File: src/shared/pwc_pkg.sv
// Constants, register layouts and types for the pwm control block.
// Assumes a single 50 MHz clock and an AHB-Lite register port.
package pwc_pkg;

  // ****************************************
  // Register byte offsets
  // ****************************************
  localparam logic [7:0] OFS_TBCTL = 8'h00;
  localparam logic [7:0] OFS_PRESC = 8'h04;
  localparam logic [7:0] OFS_PER   = 8'h08;
  localparam logic [7:0] OFS_CMP   = 8'h0c;
  localparam logic [7:0] OFS_CHOP  = 8'h10;
  localparam logic [7:0] OFS_MDC   = 8'h14;
  localparam logic [7:0] OFS_GCTL  = 8'h18;
  localparam logic [7:0] OFS_GDUTY = 8'h1c;

  // ****************************************
  // Reset values and write masks
  // ****************************************
  localparam logic [15:0] PER_RST    = 16'hfff8;
  localparam logic [15:0] ZERO16     = 16'h0000;
  localparam logic [15:0] ONE16      = 16'h0001;
  localparam logic [15:0] TBCTL_WMSK = 16'hbfff;
  localparam logic [15:0] GCTL_WMSK  = 16'hffef;
  localparam logic [15:0] CHOP_WMSK  = 16'h83ff;
  localparam logic [2:0]  PRESC_RSVD = 3'h7;
  localparam int          CHOP_EN    = 15;

  // Dead-time control codes
  localparam logic [1:0] DTC_POS  = 2'h0;
  localparam logic [1:0] DTC_NEG  = 2'h1;
  localparam logic [1:0] DTC_OFF  = 2'h2;
  localparam logic [1:0] DTC_COMP = 2'h3;

  // ****************************************
  // Types
  // ****************************************
  typedef enum logic [3:0] {
    DT_POSITIVE   = 4'b0001,
    DT_NEGATIVE   = 4'b0010,
    DT_DISABLED   = 4'b0100,
    DT_COMPENSATE = 4'b1000
  } pwc_dead_type;

  typedef enum logic [1:0] {
    BUS_IDLE   = 2'b01,
    BUS_RDWAIT = 2'b10
  } pwc_bus_type;

  typedef struct packed {
    logic       unit_global_enable;
    logic       rsvd;
    logic       idle_stop_select;
    logic       special_flag;
    logic       special_irq_enable;
    logic [6:0] sync_fields;
    logic [3:0] special_trigger_postscale;
  } pwc_tbctl_type;

  typedef struct packed {
    logic       fault_flag;
    logic       current_limit_flag;
    logic       trigger_flag;
    logic       fault_irq_enable;
    logic       current_limit_irq_enable;
    logic       trigger_irq_enable;
    logic       independent_time_base;
    logic       master_duty_select;
    logic [1:0] dead_time_mode;
    logic       compensation_polarity;
    logic       rsvd;
    logic       time_base_source_select;
    logic       center_aligned_select;
    logic       external_period_reset;
    logic       immediate_update_enable;
  } pwc_genctl_type;

  // Terminal count of the prescaler for a divide code
  function automatic logic [5:0] presc_limit(input logic [2:0] code);
    presc_limit = 6'((7'h01 << code) - 7'h01);
  endfunction : presc_limit

endpackage : pwc_pkg

File: src/design/pwc_top.sv
// PWM time base, chop clock and one generator with AHB-Lite registers.
// Assumes inputs synchronous to clk and a zero-wait master.
//
// Functional notes
// Unit idle, counters cleared, outputs low until global enable set.
// Postscaler fires on every (code+1)th compare match.
// Compare match when master count equals the compare register.
// Software changes time base fields only while disabled.
// With external sync, software sets period slightly longer.
// Prescaler divides by 2**code, code 111 reserved.
// Software changes prescaler only while disabled.
// Period register 16 bits, resets to fff8.
// Idle-stop bit halts time base during processor idle.
// Gate clock generator with enable bit 15 and 10-bit divider.
// Duty from master duty when select set, else own duty.
// Flags set by hardware, cleared by software or enable clear.
// Center alignment only with independent time base.
// Current limit resets generator base when enabled and allowed.
// Dead-time field decodes positive, negative, off, compensation.
// Compensation polarity and input pick which output shortens.
// Time base select picks secondary base when present.
// Immediate update applies duty at once, else at boundary.
// Software keeps generator mode bits fixed once enabled.
//
// Local design decisions: the AHB-Lite register port and the placing of the registers.
`timescale 1ns/1ps
module pwc_top (
  input  logic        clk,              // 50 MHz clock
  input  logic        reset,            // Sync reset, high
  input  logic        hsel,             // Slave select
  input  logic [31:0] haddr,            // Byte address
  input  logic [1:0]  htrans,           // Transfer type
  input  logic        hwrite,           // Write when high
  input  logic [2:0]  hsize,            // Word only
  input  logic [31:0] hwdata,           // Write data
  input  logic        hready,           // Bus ready
  output logic        hreadyout,        // Slave ready
  output logic        hresp,            // Always OKAY
  output logic [31:0] hrdata,           // Read data
  input  logic        idle_mode,        // Processor idle
  input  logic        fault_in,         // Fault event
  input  logic        current_limit_in, // Current limit
  input  logic        current_limit_mode, // Limit mode bit
  input  logic        compensation_input, // Comp sense
  input  logic        sec_present,      // Secondary base exists
  input  logic        sec_tick,         // Secondary count pulse
  input  logic        sec_boundary,     // Secondary period end
  output logic        pwm_high,         // High side drive
  output logic        pwm_low,          // Low side drive
  output logic        gate_clock,       // Chop clock
  output logic        special_trigger,  // Special event pulse
  output logic [3:0]  dead_mode,        // One-hot dead mode
  output logic        shorten_high,     // Comp shortens high
  output logic        shorten_low,      // Comp shortens low
  output logic        special_irq,      // Special event flag
  output logic        gen_irq           // Generator flags
);

  // ****************************************
  // Bus slave
  // ****************************************
  pwc_pkg::pwc_bus_type bus_r;
  pwc_pkg::pwc_bus_type bus_nxt;
  logic                 wr_r;
  logic                 wr_nxt;
  logic [7:0]           addr_r;
  logic [7:0]           addr_nxt;
  logic [31:0]          hrdata_r;
  logic [31:0]          hrdata_nxt;
  logic                 take;
  logic [15:0]          rd_val;
  logic [15:0]          wd;

  // Register state
  pwc_pkg::pwc_tbctl_type  tb_r;
  pwc_pkg::pwc_tbctl_type  tb_nxt;
  pwc_pkg::pwc_tbctl_type  tbw;
  pwc_pkg::pwc_genctl_type g_r;
  pwc_pkg::pwc_genctl_type g_nxt;
  pwc_pkg::pwc_genctl_type gw;
  logic [2:0]  presc_r;
  logic [2:0]  presc_nxt;
  logic [15:0] per_r;
  logic [15:0] per_nxt;
  logic [15:0] cmp_r;
  logic [15:0] cmp_nxt;
  logic [15:0] chop_r;
  logic [15:0] chop_nxt;
  logic [15:0] mdc_r;
  logic [15:0] mdc_nxt;
  logic [15:0] gduty_r;
  logic [15:0] gduty_nxt;
  logic [15:0] duty_act_r;
  logic [15:0] duty_act_nxt;

  // Time base and generator state
  logic        en;
  logic        run;
  logic        ptick;
  logic        tb_bnd;
  logic        match;
  logic        sp_trig;
  logic [15:0] tb_cnt_r;
  logic [15:0] tb_cnt_nxt;
  logic [9:0]  chop_cnt_r;
  logic [9:0]  chop_cnt_nxt;
  logic        gate_r;
  logic        gate_nxt;
  logic [15:0] gcnt_r;
  logic [15:0] gcnt_nxt;
  logic        gdown_r;
  logic        gdown_nxt;
  logic        center;
  logic        use_sec;
  logic        gtick;
  logic        gsync;
  logic        xrst;
  logic        gbnd;
  logic        pwm_h_r;
  logic        pwm_h_nxt;
  logic        pwm_l_r;
  logic        pwm_l_nxt;
  logic [3:0]  dead_r;
  logic [3:0]  dead_nxt;
  logic        sh_h_r;
  logic        sh_h_nxt;
  logic        sh_l_r;
  logic        sh_l_nxt;

  // Write strobe for one register
  function automatic logic hit(input logic [7:0] ofs);
    hit = wr_r && (addr_r == ofs);
  endfunction : hit

  assign take = hsel && htrans[1] && hready;
  assign wd   = hwdata[15:0];

  // Read mux
  always_comb
  begin
    rd_val = pwc_pkg::ZERO16;
    case (addr_r)
      pwc_pkg::OFS_TBCTL: rd_val = tb_r;
      pwc_pkg::OFS_PRESC: rd_val = {13'h0000, presc_r};
      pwc_pkg::OFS_PER:   rd_val = per_r;
      pwc_pkg::OFS_CMP:   rd_val = cmp_r;
      pwc_pkg::OFS_CHOP:  rd_val = chop_r;
      pwc_pkg::OFS_MDC:   rd_val = mdc_r;
      pwc_pkg::OFS_GCTL:  rd_val = g_r;
      pwc_pkg::OFS_GDUTY: rd_val = gduty_r;
      default:            rd_val = pwc_pkg::ZERO16;
    endcase
  end

  // Bus phase tracking; reads take one wait state
  always_comb
  begin
    bus_nxt    = bus_r;
    wr_nxt     = 1'b0;
    addr_nxt   = addr_r;
    hrdata_nxt = hrdata_r;
    unique case (bus_r)
      pwc_pkg::BUS_IDLE:
        if (take)
        begin
          addr_nxt = haddr[7:0];
          wr_nxt   = hwrite;
          if (!hwrite)
            bus_nxt = pwc_pkg::BUS_RDWAIT;
        end
      pwc_pkg::BUS_RDWAIT:
      begin
        hrdata_nxt = {16'h0000, rd_val};
        bus_nxt    = pwc_pkg::BUS_IDLE;
      end
      default: bus_nxt = pwc_pkg::BUS_IDLE;
    endcase
  end

  always_ff @(posedge clk)
  begin
    if (reset)
    begin
      bus_r    <= pwc_pkg::BUS_IDLE;
      wr_r     <= 1'b0;
      addr_r   <= 8'h00;
      hrdata_r <= 32'h0000_0000;
    end
    else
    begin
      bus_r    <= bus_nxt;
      wr_r     <= wr_nxt;
      addr_r   <= addr_nxt;
      hrdata_r <= hrdata_nxt;
    end
  end

  assign hreadyout = (bus_r != pwc_pkg::BUS_RDWAIT);
  assign hresp     = 1'b0;
  assign hrdata    = hrdata_r;

  // ****************************************
  // Registers and flags
  // ****************************************
  assign tbw = pwc_pkg::pwc_tbctl_type'(wd);
  assign gw  = pwc_pkg::pwc_genctl_type'(wd);

  // Next register values; a hardware set beats a software clear
  always_comb
  begin
    tb_nxt    = tb_r;
    g_nxt     = g_r;
    presc_nxt = presc_r;
    per_nxt   = per_r;
    cmp_nxt   = cmp_r;
    chop_nxt  = chop_r;
    mdc_nxt   = mdc_r;
    gduty_nxt = gduty_r;
    if (hit(pwc_pkg::OFS_TBCTL))
      tb_nxt = pwc_pkg::pwc_tbctl_type'(wd & pwc_pkg::TBCTL_WMSK);
    if (hit(pwc_pkg::OFS_GCTL))
      g_nxt = pwc_pkg::pwc_genctl_type'(wd & pwc_pkg::GCTL_WMSK);
    if (hit(pwc_pkg::OFS_PRESC))
      presc_nxt = wd[2:0];
    if (hit(pwc_pkg::OFS_PER))
      per_nxt = wd;
    if (hit(pwc_pkg::OFS_CMP))
      cmp_nxt = wd;
    if (hit(pwc_pkg::OFS_CHOP))
      chop_nxt = wd & pwc_pkg::CHOP_WMSK;
    if (hit(pwc_pkg::OFS_MDC))
      mdc_nxt = wd;
    if (hit(pwc_pkg::OFS_GDUTY))
      gduty_nxt = wd;
    tb_nxt.special_flag = tb_nxt.special_irq_enable & (sp_trig |
      (hit(pwc_pkg::OFS_TBCTL) ? tb_r.special_flag & tbw.special_flag
                               : tb_r.special_flag));
    g_nxt.fault_flag = g_nxt.fault_irq_enable & (fault_in |
      (hit(pwc_pkg::OFS_GCTL) ? g_r.fault_flag & gw.fault_flag
                              : g_r.fault_flag));
    g_nxt.current_limit_flag = g_nxt.current_limit_irq_enable &
      (current_limit_in | (hit(pwc_pkg::OFS_GCTL)
        ? g_r.current_limit_flag & gw.current_limit_flag
        : g_r.current_limit_flag));
    g_nxt.trigger_flag = g_nxt.trigger_irq_enable & (gbnd |
      (hit(pwc_pkg::OFS_GCTL) ? g_r.trigger_flag & gw.trigger_flag
                              : g_r.trigger_flag));
  end

  // Active duty: shared or own source, at once or at boundary
  always_comb
  begin
    duty_act_nxt = duty_act_r;
    if (!en || g_r.immediate_update_enable || gbnd)
      duty_act_nxt = g_r.master_duty_select ? mdc_r : gduty_r;
  end

  always_ff @(posedge clk)
  begin
    if (reset)
    begin
      tb_r       <= pwc_pkg::pwc_tbctl_type'(pwc_pkg::ZERO16);
      g_r        <= pwc_pkg::pwc_genctl_type'(pwc_pkg::ZERO16);
      presc_r    <= 3'h0;
      per_r      <= pwc_pkg::PER_RST;
      cmp_r      <= pwc_pkg::ZERO16;
      chop_r     <= pwc_pkg::ZERO16;
      mdc_r      <= pwc_pkg::ZERO16;
      gduty_r    <= pwc_pkg::ZERO16;
      duty_act_r <= pwc_pkg::ZERO16;
    end
    else
    begin
      tb_r       <= tb_nxt;
      g_r        <= g_nxt;
      presc_r    <= presc_nxt;
      per_r      <= per_nxt;
      cmp_r      <= cmp_nxt;
      chop_r     <= chop_nxt;
      mdc_r      <= mdc_nxt;
      gduty_r    <= gduty_nxt;
      duty_act_r <= duty_act_nxt;
    end
  end

  assign special_irq = tb_r.special_flag;
  assign gen_irq     = g_r.fault_flag | g_r.current_limit_flag |
                       g_r.trigger_flag;

  // ****************************************
  // Master time base and chop clock
  // ****************************************
  assign en  = tb_r.unit_global_enable;
  assign run = en && !(idle_mode && tb_r.idle_stop_select);

  pwc_prescaler u_presc (
    .clk   (clk),
    .reset (reset),
    .clear (!en),
    .run   (run),
    .code  (presc_r),
    .tick  (ptick)
  );

  assign tb_bnd = ptick && (tb_cnt_r >= per_r);
  assign match  = ptick && (tb_cnt_r == cmp_r);

  pwc_postscaler u_post (
    .clk   (clk),
    .reset (reset),
    .clear (!en),
    .match (match),
    .code  (tb_r.special_trigger_postscale),
    .trig  (sp_trig)
  );

  assign special_trigger = sp_trig;

  // Master count and gate clock divider
  always_comb
  begin
    tb_cnt_nxt   = tb_cnt_r;
    chop_cnt_nxt = chop_cnt_r;
    gate_nxt     = gate_r;
    if (!en)
      tb_cnt_nxt = pwc_pkg::ZERO16;
    else if (ptick)
      tb_cnt_nxt = tb_bnd ? pwc_pkg::ZERO16 : tb_cnt_r + pwc_pkg::ONE16;
    if (!en || !chop_r[pwc_pkg::CHOP_EN])
    begin
      chop_cnt_nxt = 10'h000;
      gate_nxt     = 1'b0;
    end
    else if (ptick)
    begin
      if (chop_cnt_r == chop_r[9:0])
      begin
        chop_cnt_nxt = 10'h000;
        gate_nxt     = !gate_r;
      end
      else
        chop_cnt_nxt = chop_cnt_r + 10'h001;
    end
  end

  always_ff @(posedge clk)
  begin
    if (reset)
    begin
      tb_cnt_r   <= pwc_pkg::ZERO16;
      chop_cnt_r <= 10'h000;
      gate_r     <= 1'b0;
    end
    else
    begin
      tb_cnt_r   <= tb_cnt_nxt;
      chop_cnt_r <= chop_cnt_nxt;
      gate_r     <= gate_nxt;
    end
  end

  assign gate_clock = gate_r;

  // ****************************************
  // Generator
  // ****************************************
  assign center  = g_r.independent_time_base &
                   g_r.center_aligned_select;
  assign use_sec = g_r.time_base_source_select & sec_present;
  assign gtick   = use_sec ? (sec_tick && run) : ptick;
  assign gsync   = use_sec ? sec_boundary : tb_bnd;
  assign xrst    = run && g_r.external_period_reset &&
                   g_r.independent_time_base && !current_limit_mode &&
                   current_limit_in;
  assign gbnd    = g_r.independent_time_base
    ? gtick && (center ? gdown_r && gcnt_r == pwc_pkg::ZERO16
                       : gcnt_r >= per_r)
    : run && gsync;

  // Generator count, alignment and output decode
  always_comb
  begin
    gcnt_nxt  = gcnt_r;
    gdown_nxt = gdown_r & center;
    if (!en)
    begin
      gcnt_nxt  = pwc_pkg::ZERO16;
      gdown_nxt = 1'b0;
    end
    else if (!run)
      gcnt_nxt = gcnt_r;
    else if (xrst || (!g_r.independent_time_base && gsync))
    begin
      gcnt_nxt  = pwc_pkg::ZERO16;
      gdown_nxt = 1'b0;
    end
    else if (gtick)
    begin
      if (!center)
        gcnt_nxt = (gcnt_r >= per_r) ? pwc_pkg::ZERO16
                                     : gcnt_r + pwc_pkg::ONE16;
      else if (gdown_r)
      begin
        if (gcnt_r == pwc_pkg::ZERO16)
        begin
          gdown_nxt = 1'b0;
          gcnt_nxt  = pwc_pkg::ONE16;
        end
        else
          gcnt_nxt = gcnt_r - pwc_pkg::ONE16;
      end
      else if (gcnt_r >= per_r && gcnt_r != pwc_pkg::ZERO16)
      begin
        gdown_nxt = 1'b1;
        gcnt_nxt  = gcnt_r - pwc_pkg::ONE16;
      end
      else
        gcnt_nxt = gcnt_r + pwc_pkg::ONE16;
    end
    pwm_h_nxt = en && (gcnt_r < duty_act_r);
    pwm_l_nxt = en && !(gcnt_r < duty_act_r);
    dead_nxt  = pwc_pkg::DT_POSITIVE;
    unique case (g_r.dead_time_mode)
      pwc_pkg::DTC_POS:  dead_nxt = pwc_pkg::DT_POSITIVE;
      pwc_pkg::DTC_NEG:  dead_nxt = pwc_pkg::DT_NEGATIVE;
      pwc_pkg::DTC_OFF:  dead_nxt = pwc_pkg::DT_DISABLED;
      pwc_pkg::DTC_COMP: dead_nxt = pwc_pkg::DT_COMPENSATE;
    endcase
    sh_l_nxt = (g_r.dead_time_mode == pwc_pkg::DTC_COMP) &&
               (g_r.compensation_polarity ^ compensation_input);
    sh_h_nxt = (g_r.dead_time_mode == pwc_pkg::DTC_COMP) &&
               !(g_r.compensation_polarity ^ compensation_input);
  end

  always_ff @(posedge clk)
  begin
    if (reset)
    begin
      gcnt_r  <= pwc_pkg::ZERO16;
      gdown_r <= 1'b0;
      pwm_h_r <= 1'b0;
      pwm_l_r <= 1'b0;
      dead_r  <= pwc_pkg::DT_POSITIVE;
      sh_h_r  <= 1'b0;
      sh_l_r  <= 1'b0;
    end
    else
    begin
      gcnt_r  <= gcnt_nxt;
      gdown_r <= gdown_nxt;
      pwm_h_r <= pwm_h_nxt;
      pwm_l_r <= pwm_l_nxt;
      dead_r  <= dead_nxt;
      sh_h_r  <= sh_h_nxt;
      sh_l_r  <= sh_l_nxt;
    end
  end

  assign pwm_high     = pwm_h_r;
  assign pwm_low      = pwm_l_r;
  assign dead_mode    = dead_r;
  assign shorten_high = sh_h_r;
  assign shorten_low  = sh_l_r;

  // ****************************************
  // Checks
  // ****************************************
  idle_clear_a: assert property (
    @(posedge clk) disable iff (reset)
    !en |=> tb_cnt_r == 16'h0000 && !pwm_high && !pwm_low)
    else $error("unit active while disabled");

  cmp_trig_a: assert property (
    @(posedge clk) disable iff (reset)
    en && ptick && tb_cnt_r == cmp_r &&
    tb_r.special_trigger_postscale == 4'h0 |=> special_trigger)
    else $error("compare match gave no trigger");

  period_rst_a: assert property (
    @(posedge clk)
    reset |=> per_r == 16'hfff8)
    else $error("period reset value wrong");

  idle_halt_a: assert property (
    @(posedge clk) disable iff (reset)
    en && idle_mode && tb_r.idle_stop_select |=> $stable(tb_cnt_r))
    else $error("time base moved during idle stop");

  chop_off_a: assert property (
    @(posedge clk) disable iff (reset)
    !chop_r[15] |=> !gate_clock)
    else $error("gate clock runs while off");

  duty_mdc_a: assert property (
    @(posedge clk) disable iff (reset)
    en && g_r.immediate_update_enable && g_r.master_duty_select
    |=> duty_act_r == $past(mdc_r))
    else $error("shared duty not applied");

  duty_hold_a: assert property (
    @(posedge clk) disable iff (reset)
    en && !g_r.immediate_update_enable && !gbnd |=> $stable(duty_act_r))
    else $error("duty changed off boundary");

  flag_gate_a: assert property (
    @(posedge clk) disable iff (reset)
    !g_r.fault_irq_enable |-> !g_r.fault_flag)
    else $error("fault flag set while disabled");

  center_a: assert property (
    @(posedge clk) disable iff (reset)
    !center |=> !gdown_r)
    else $error("down count outside center mode");

  xres_a: assert property (
    @(posedge clk) disable iff (reset)
    xrst |=> gcnt_r == 16'h0000)
    else $error("external reset ignored");

  comp_a: assert property (
    @(posedge clk) disable iff (reset)
    g_r.dead_time_mode == 2'h3 && g_r.compensation_polarity &&
    !compensation_input |=> shorten_low && !shorten_high)
    else $error("compensation direction wrong");

endmodule : pwc_top

File: src/design/pwc_prescaler.sv
// Input clock prescaler: one-cycle tick every 2**code clocks.
// Assumes clear while the unit is disabled and run gating idle.
`timescale 1ns/1ps
module pwc_prescaler (
  input  logic       clk,   // System clock
  input  logic       reset, // Sync reset, high
  input  logic       clear, // Restart count
  input  logic       run,   // Count enable
  input  logic [2:0] code,  // Divide select
  output logic       tick   // Prescaled pulse
);

  logic [5:0] cnt_r;
  logic [5:0] cnt_nxt;

  // Tick at terminal count, never for the reserved code
  assign tick = run && (code != pwc_pkg::PRESC_RSVD) &&
                (cnt_r == pwc_pkg::presc_limit(code));

  // Next count
  always_comb
  begin
    cnt_nxt = cnt_r;
    if (clear || tick)
      cnt_nxt = 6'h00;
    else if (run)
      cnt_nxt = cnt_r + 6'h01;
  end

  // Count register
  always_ff @(posedge clk)
  begin
    if (reset)
      cnt_r <= 6'h00;
    else
      cnt_r <= cnt_nxt;
  end

  presc_gap_a: assert property (
    @(posedge clk) disable iff (reset)
    tick && code != 3'h0 |=> !tick)
    else $error("prescaler ticked twice in a row");

endmodule : pwc_prescaler

File: src/design/pwc_postscaler.sv
// Special event postscaler: one trigger per (code+1) matches.
// Assumes match is a one-cycle pulse.
`timescale 1ns/1ps
module pwc_postscaler (
  input  logic       clk,   // System clock
  input  logic       reset, // Sync reset, high
  input  logic       clear, // Restart count
  input  logic       match, // Compare match
  input  logic [3:0] code,  // Postscale select
  output logic       trig   // Trigger pulse
);

  logic [3:0] cnt_r;
  logic [3:0] cnt_nxt;
  logic       trig_r;
  logic       trig_nxt;

  // Count matches, fire on the last one of a group
  always_comb
  begin
    cnt_nxt  = cnt_r;
    trig_nxt = 1'b0;
    if (clear)
      cnt_nxt = 4'h0;
    else if (match)
    begin
      if (cnt_r >= code)
      begin
        cnt_nxt  = 4'h0;
        trig_nxt = 1'b1;
      end
      else
        cnt_nxt = cnt_r + 4'h1;
    end
  end

  // Registers
  always_ff @(posedge clk)
  begin
    if (reset)
    begin
      cnt_r  <= 4'h0;
      trig_r <= 1'b0;
    end
    else
    begin
      cnt_r  <= cnt_nxt;
      trig_r <= trig_nxt;
    end
  end

  assign trig = trig_r;

  post_fire_a: assert property (
    @(posedge clk) disable iff (reset)
    match && !clear && cnt_r >= code |=> trig)
    else $error("postscaler missed its trigger");

  post_quiet_a: assert property (
    @(posedge clk) disable iff (reset)
    !match |=> !trig)
    else $error("trigger without a match");

endmodule : pwc_postscaler

File: config.mk
export PLATFORM = sky130hd
export DESIGN_NAME = pwc_top
export DESIGN_NICKNAME = d
export VERILOG_FILES = /design/src/shared/pwc_pkg.sv /design/src/design/pwc_top.sv /design/src/design/pwc_prescaler.sv /design/src/design/pwc_postscaler.sv
export SDC_FILE = /design/constraint.sdc
export NUM_CORES = 1
export LEC_CHECK = 0
export ABC_AREA = 1
export BUFFER_PORTS_ARGS = -buffer_cell sky130_fd_sc_hd__clkbuf_2
export CAP_MARGIN = 20
export CELL_PAD_IN_SITES_DETAIL_PLACEMENT = 2
export CELL_PAD_IN_SITES_GLOBAL_PLACEMENT = 2
export CORE_ASPECT_RATIO = 0.8
export CORE_UTILIZATION = 36
export DETAILED_ROUTE_END_ITERATION = 8
export GPL_ROUTABILITY_DRIVEN = 0
export PLACE_DENSITY_LB_ADDON = 0.2
export SYNTH_ARGS = -nofsm -noshare
export SYNTH_HDL_FRONTEND = slang
export SYNTH_SLANG_ARGS = --single-unit
File: constraint.sdc
create_clock -name clk -period 4.8 [get_ports clk]
set_clock_uncertainty 0.1 [all_clocks]
set_input_delay 0.24 -clock clk [delete_from_list [all_inputs] [get_ports clk]]
set_output_delay 0.24 -clock clk [all_outputs]
set_load 0.01 [all_outputs]
# Word-level counts from Yosys, hierarchy flattened
# Index checks and enable logic that the tools add are counted.
# Widths: inputs -> output; s select.
[word_totals]
regBits = 214
in_bits = 82
word_cells = 185
[classes]
add_sub_neg = 7
order_cmp = 4
n_eq_ne = 17
n_shift = 1
n_mux = 31
bitwise_logic = 23
n_reduce_logical = 58
[op_table]
columns = ["operator", "count"]
rows = [
  ["$mux 16", 9],
  ["$pmux 16 s8", 1],
  ["$add 16x1->16 const B", 2],
  ["$eq 8x5->1 const B", 4],
  ["$ge 16x16->1", 2],
  ["$logic_and 1x1->1", 30],
  ["$eq 16x16->1", 1],
  ["$eq 8x4->1 const B", 2],
  ["$logic_not 16->1", 1],
  ["$lt 16x16->1", 1],
  ["$mux 1", 16],
  ["$pmux 4 s4", 1],
  ["$reduce_bool 16->1", 1],
  ["$sub 16x1->16 const B", 1],
  ["$mux 13", 1],
  ["$mux 12", 1],
  ["$and 1x1->1", 11],
  ["$add 10x1->10 const B", 1],
  ["$eq 10x10->1", 1],
  ["$mux 10", 1],
  ["$eq 8x3->1 const B", 1],
  ["$logic_not 1->1", 8],
  ["$logic_not 8->1", 1],
  ["$reduce_and 2->1", 4],
  ["other kinds (19)", 39],
]

# Depth between registers and ports, before layout
[logic_depth]
ltp_word = 11
mapped_depth = 20
depth_no_buf = 20

# Hierarchy
# Synthesis repeated with hierarchy kept, for this count alone.
[unflattened]
cells_unflattened = 1661
area_unflattened_um2 = 11777.5
[modules_own_cells]
columns = ["mod", "n_inst", "cells_each", "area_per_inst_um2"]
rows = [
  ["pwc_top", 1, 1556, 11040.6],
  ["pwc_prescaler", 1, 59, 384.1],
  ["pwc_postscaler", 1, 46, 352.8],
]

# Least setup slack after synthesis
# No wires, ideal clock.
[synth_path]
path_kind = "register to register"
start = "register gcnt_r[0]"
end = "register duty_act_r[10]"
setup_ps = 113
arrival_ps = 1985
required_time_ps = 4587
setup_slack_ps = 2603
path_stages_with_launch = 18
path_buffers = 1
path_cell_list = "dfxtp_1 inv_1 ha_1 nand2_1 nand3_1 nand2_1 nand2_1 nand2_1 nand2_1 nand2_1 nand2_1 nand2_1 nand2_1 nand3_1 nand3_2 buf_4 nor2_1 nor2_1"
[synth_between]
elab_chain_cells = 6
[synth_rtl]
columns = ["element", "line_no", "text"]
rows = [
  ["start, declared", "pwc_top.sv:109", "logic [15:0] gcnt_r;"],
  ["start signal, assigned", "pwc_top.sv:439", "gcnt_r <= pwc_pkg::ZERO16;"],
  ["start signal, assigned", "pwc_top.sv:449", "gcnt_r <= gcnt_nxt;"],
  ["parallel branches: the longest is 2 deep, another holds $ge 16x16->1", "n/a", ""],
  ["$mux 1 *", "pwc_top.sv:376", "? gtick && (center ? gdown_r && gcnt_r == pwc_pkg::ZERO16"],
  ["$logic_and 1x1->1 *", "pwc_top.sv:376", ""],
  ["$mux 1 *", "pwc_top.sv:376", ""],
  ["$logic_or 1x1->1 *", "pwc_top.sv:254", "if (!en || g_r.immediate_update_enable || gbnd)"],
  ["end signal, assigned", "pwc_top.sv:270", "duty_act_r <= pwc_pkg::ZERO16;"],
  ["end signal, assigned", "pwc_top.sv:282", "duty_act_r <= duty_act_nxt;"],
  ["end, declared", "pwc_top.sv:93", "logic [15:0] duty_act_r;"],
]
# Every way passes the cells marked *.
# A chain may end at the register's enable or synchronous reset.

# Worst setup path after layout
[layout_path]
start = "register gcnt_r[11]"
end = "register duty_act_r[10]"
# The elaborated chain is that of the path after synthesis.

==> reports/qor.txt <==
CP delay by family, top: simple AND/OR/NAND/NOR gates
Post-synth top flop: dfxtp_1
RSZ-0062 raised after global routing: no
1st-iter DRT viols: 628
Switching Power: 0.978 mW
Worst skew pair latency: 0.55 ns
Min Tclk post-route: 3.60 ns
Antenna diodes: 0
FP Rows: 58
TritonCTS Buffers: 25
I/O pins: 128
Cell-internal power: 2.95 mW
Hold EP: wr_r
Initial antenna violation count: 0
CP max stage delay: 0.59 ns
Final WS setup: 1.20 ns
H-Tree Depth: 1
Worst path bufs/invs: 0
Largest net degree at the start of global routing: 52
Most frequent cells in the layout: nand2_1, dfxtp_1, nor2_1, inv_1
Post-synth EDFFs: 0
Synth Warn #: 0
Netlist cell types: 46
Worst slew pin tran: 0.992 ns
Drt wl/cell: 21.7 um
Post-DP Area: 12300 sq um
Worst hold path startpoint: hsel
Max-slew headroom: 33.6%
Tot Pwr: 3.93 mW
Sequential element share of the synthesized area: 36.8%
Max Clk Rate: 278 MHz
Grt ovf: 0
R2R cell count: 12
Status: finished clean
Syn_area_per_cell: 6.96 sq um
Synth Instances: 1672
First-pass GRT wire length: 72800 um
Critical-path top delay cell: dfxtp_1
Final period utilization: 74.9%
# nets final: 1880
# DRC: 0
Number of synthesized register bits: 214
Share of layout cells above drive strength 1: 8.75%
GR Util All Layers: 28.6%
Commonest non-fill, non-tap cell in the layout: nand2_1
CTS tree: yes
CP most frequent cell: nand2_1
Fin. Hold Viols: 0
Number of global-route vias before repair: 12.5k
Peak VDD IR: 234 uV
Max-Cap Viols: 0
Place WS: 1.28 ns
Pwr Density: 295 nW/um^2
Core Box Area: 31600 sq um
Cell area after synthesis: 11600 sq um
WHS Path Cells: 5
Post-CTS Resized: 0
Die H: 163 um
Crit path arrival time: 3.92 ns
Worst setup SP type: flip-flop
Final wirelength: 47200 um
Vias per cell: 5.41
Sw frac: 24.9%
Met2 Resource Use GR: 46.5%
Crit Path Category: reg2reg
Reg clk slew, reported paths: 0.07 ns
DR vias: 11.8k
R2R Path Start: gcnt_r[11]
Root Buffer: clkbuf_16
Final number of setup-violating endpoints: 0
TritonRoute pass-1 iters: 5
Post-synth ARST share: 0%
Power share of the clock group: 50.1%
CTS Buffer Depth: 3
Comb pwr share: 4.4%
Post-DRT Antenna Nets: 0
FF-to-FF End: duty_act_r[10]
WP depth: 12
Full die area: 33000 sq um
Flop2flop setup slack: 1.20 ns
Area grow syn2layout: 14.4%
Routing usage on met1: 38.6%
Die W: 203 um
Flop pwr share: 45.5%
Met3 usage: 5.44%
Starting Density: 36.8%
Worst Hold Class: in2reg
CP required: 5.12 ns
Leak Pwr: 5.99 nW
Gr busiest metal: met2
Post-CTS Setup Inserts: 0
Setup TNS: 0 ns
Slew Limit Fails: 0
Hpwl dp: 34200 um
CP Max Fanout: 32
Finished Cell Area: 13300 sq um
PortBufs: 66
Clk sink count: 214
Critical path endpoint category: flip-flop
CP Cell Sequence: ha_1 > nand2_1 > o21bai_1 > a21oi_1 > nor2_1 > nand2_1 > nand2_1 > nand2_1 > nand3_1 > nand3_2 > nor2_1 > nor2_1
==> cell usage after synthesis, types with 2 or more instances <==
cell type  number  area share (%)
o31ai_1        11            0.71
inv_2           2           0.065
clkbuf_1       43             1.4
nor4_1          9            0.48
nand2_4         2            0.19
nor3b_1         2            0.13
nor3_2          3            0.26
buf_6           2            0.19
nand2_2         3            0.16
o2111ai_1       4            0.30
xnor2_1        11            0.83
o21ai_1         5            0.22
a221oi_1        4            0.30
buf_4          20             1.3
o21ai_0       143             6.2
a21oi_1       143             6.2
a211oi_1        2            0.13
o22ai_1        25             1.3
inv_1         203             6.6
nand3_1        54             2.3
buf_1           2           0.065
o21a_1          7            0.45
o21bai_1        2            0.13
nand3b_1        4            0.26
or2_2           6            0.32
ha_1           58             6.2
o221ai_1        5            0.38
a31oi_1         4            0.22
buf_2          10            0.43
nand4_1        18            0.97
nand2_1       329              11
nor2_1        214             6.9
dfxtp_1       214              37
xor2_1         44             3.3
nand3_2         3            0.26
nor3_1         23            0.99
nor2_2          7            0.38
o211ai_1       23             1.5
==> routing by layer <==
layer,wire [um],vias to the layer above
met5,0,-
li1,-,5592
met3,2580,74
met4,1140,0
met2,21300,258
met1,22200,5873
==> worst min-delay path: cells and delay by family <==
| kind | cells | cell delay (ns) |
|---|---|---|
| and+or+nand+nor | 4 | 0.30 |
| buffers and inverters | 1 | 0.08 |
==> how the worst max path moves through the flow <==
stage	startpoint	end	slack (ns)
6_report	gcnt_r[11]	duty_act_r[10]	1.20
5_1_grt	gcnt_r[11]	duty_act_r[10]	0.93
4_1_cts	gcnt_r[11]	duty_act_r[10]	1.19
3_5_place_dp	gcnt_r[11]	duty_act_r[10]	1.28
3_3_place_gp	gcnt_r[11]	duty_act_r[8]	1.44
2_1_floorplan	gcnt_r[0]	duty_act_r[10]	2.60
==> registers in the layout, indices dropped and copies added, names as in the netlist, 2 cells and up <==
register and count:
per_r 16, chop_r 11, tb_cnt_r 16, dead_mode 4
cmp_r 16, gcnt_r 16, hrdata 16, presc_r 3
bus_r 2, duty_act_r 16, addr_r 8, gduty_r 16
mdc_r 16, tb_r 13, chop_cnt_r 10, g_r 15
u_presc.cnt_r 6, u_post.cnt_r 4
==> repair_timing <==
item,in CTS,in global routing
endpoints found under the hold margin,33,0
setup endpoints to repair,0,0
hold buffers,21,0
==> layout make-up <==
class,count,area [sq um]
Inverter,207,778
Clock buffer,33,686
Multi-Input combinational cell,1190,6240
Tap cell,420,526
Fill cell,3816,18300
Clock inverter,13,133
Timing Repair Buffer,102,661
Sequential cell,214,4280
==> power by group through the flow <==
stage,Combinational [mW],Sequential [mW],Clock (mW)
5_1_grt,0.186,1.79,2.06
4_1_cts,0.169,1.79,1.99
2_1_floorplan,0.0894,1.83,0
3_3_place_gp,0.148,1.83,0
3_5_place_dp,0.153,1.83,0
6_report,0.174,1.79,1.97
==> stage by stage <==
step                hold WS (ns)  util [%]  cells
finish                    0.0239      42.1   2179
global route              0.0351      42.1   2179
CTS                      0.00160      42.0   2178
detailed placement         0.343      38.8   2111
global placement           0.340      38.8   2111
floorplan                  0.221         -   1688
==> kinds of logic after synthesis <==
| kind of cell | after synthesis | synth area share (%) |
|---|---|---|
| AND/OR/NAND/NOR | 679 | 24.5 |
| AO/OA/AOI/OAI | 381 | 18.2 |
| buffers and inverters | 284 | 10.1 |
| flip-flops | 214 | 36.8 |
| adder cells (fa/ha/maj) | 58 | 6.24 |
| XOR/XNOR | 55 | 4.14 |
| other | 1 | 0.0322 |
Power figures use the tool's default switching activity.
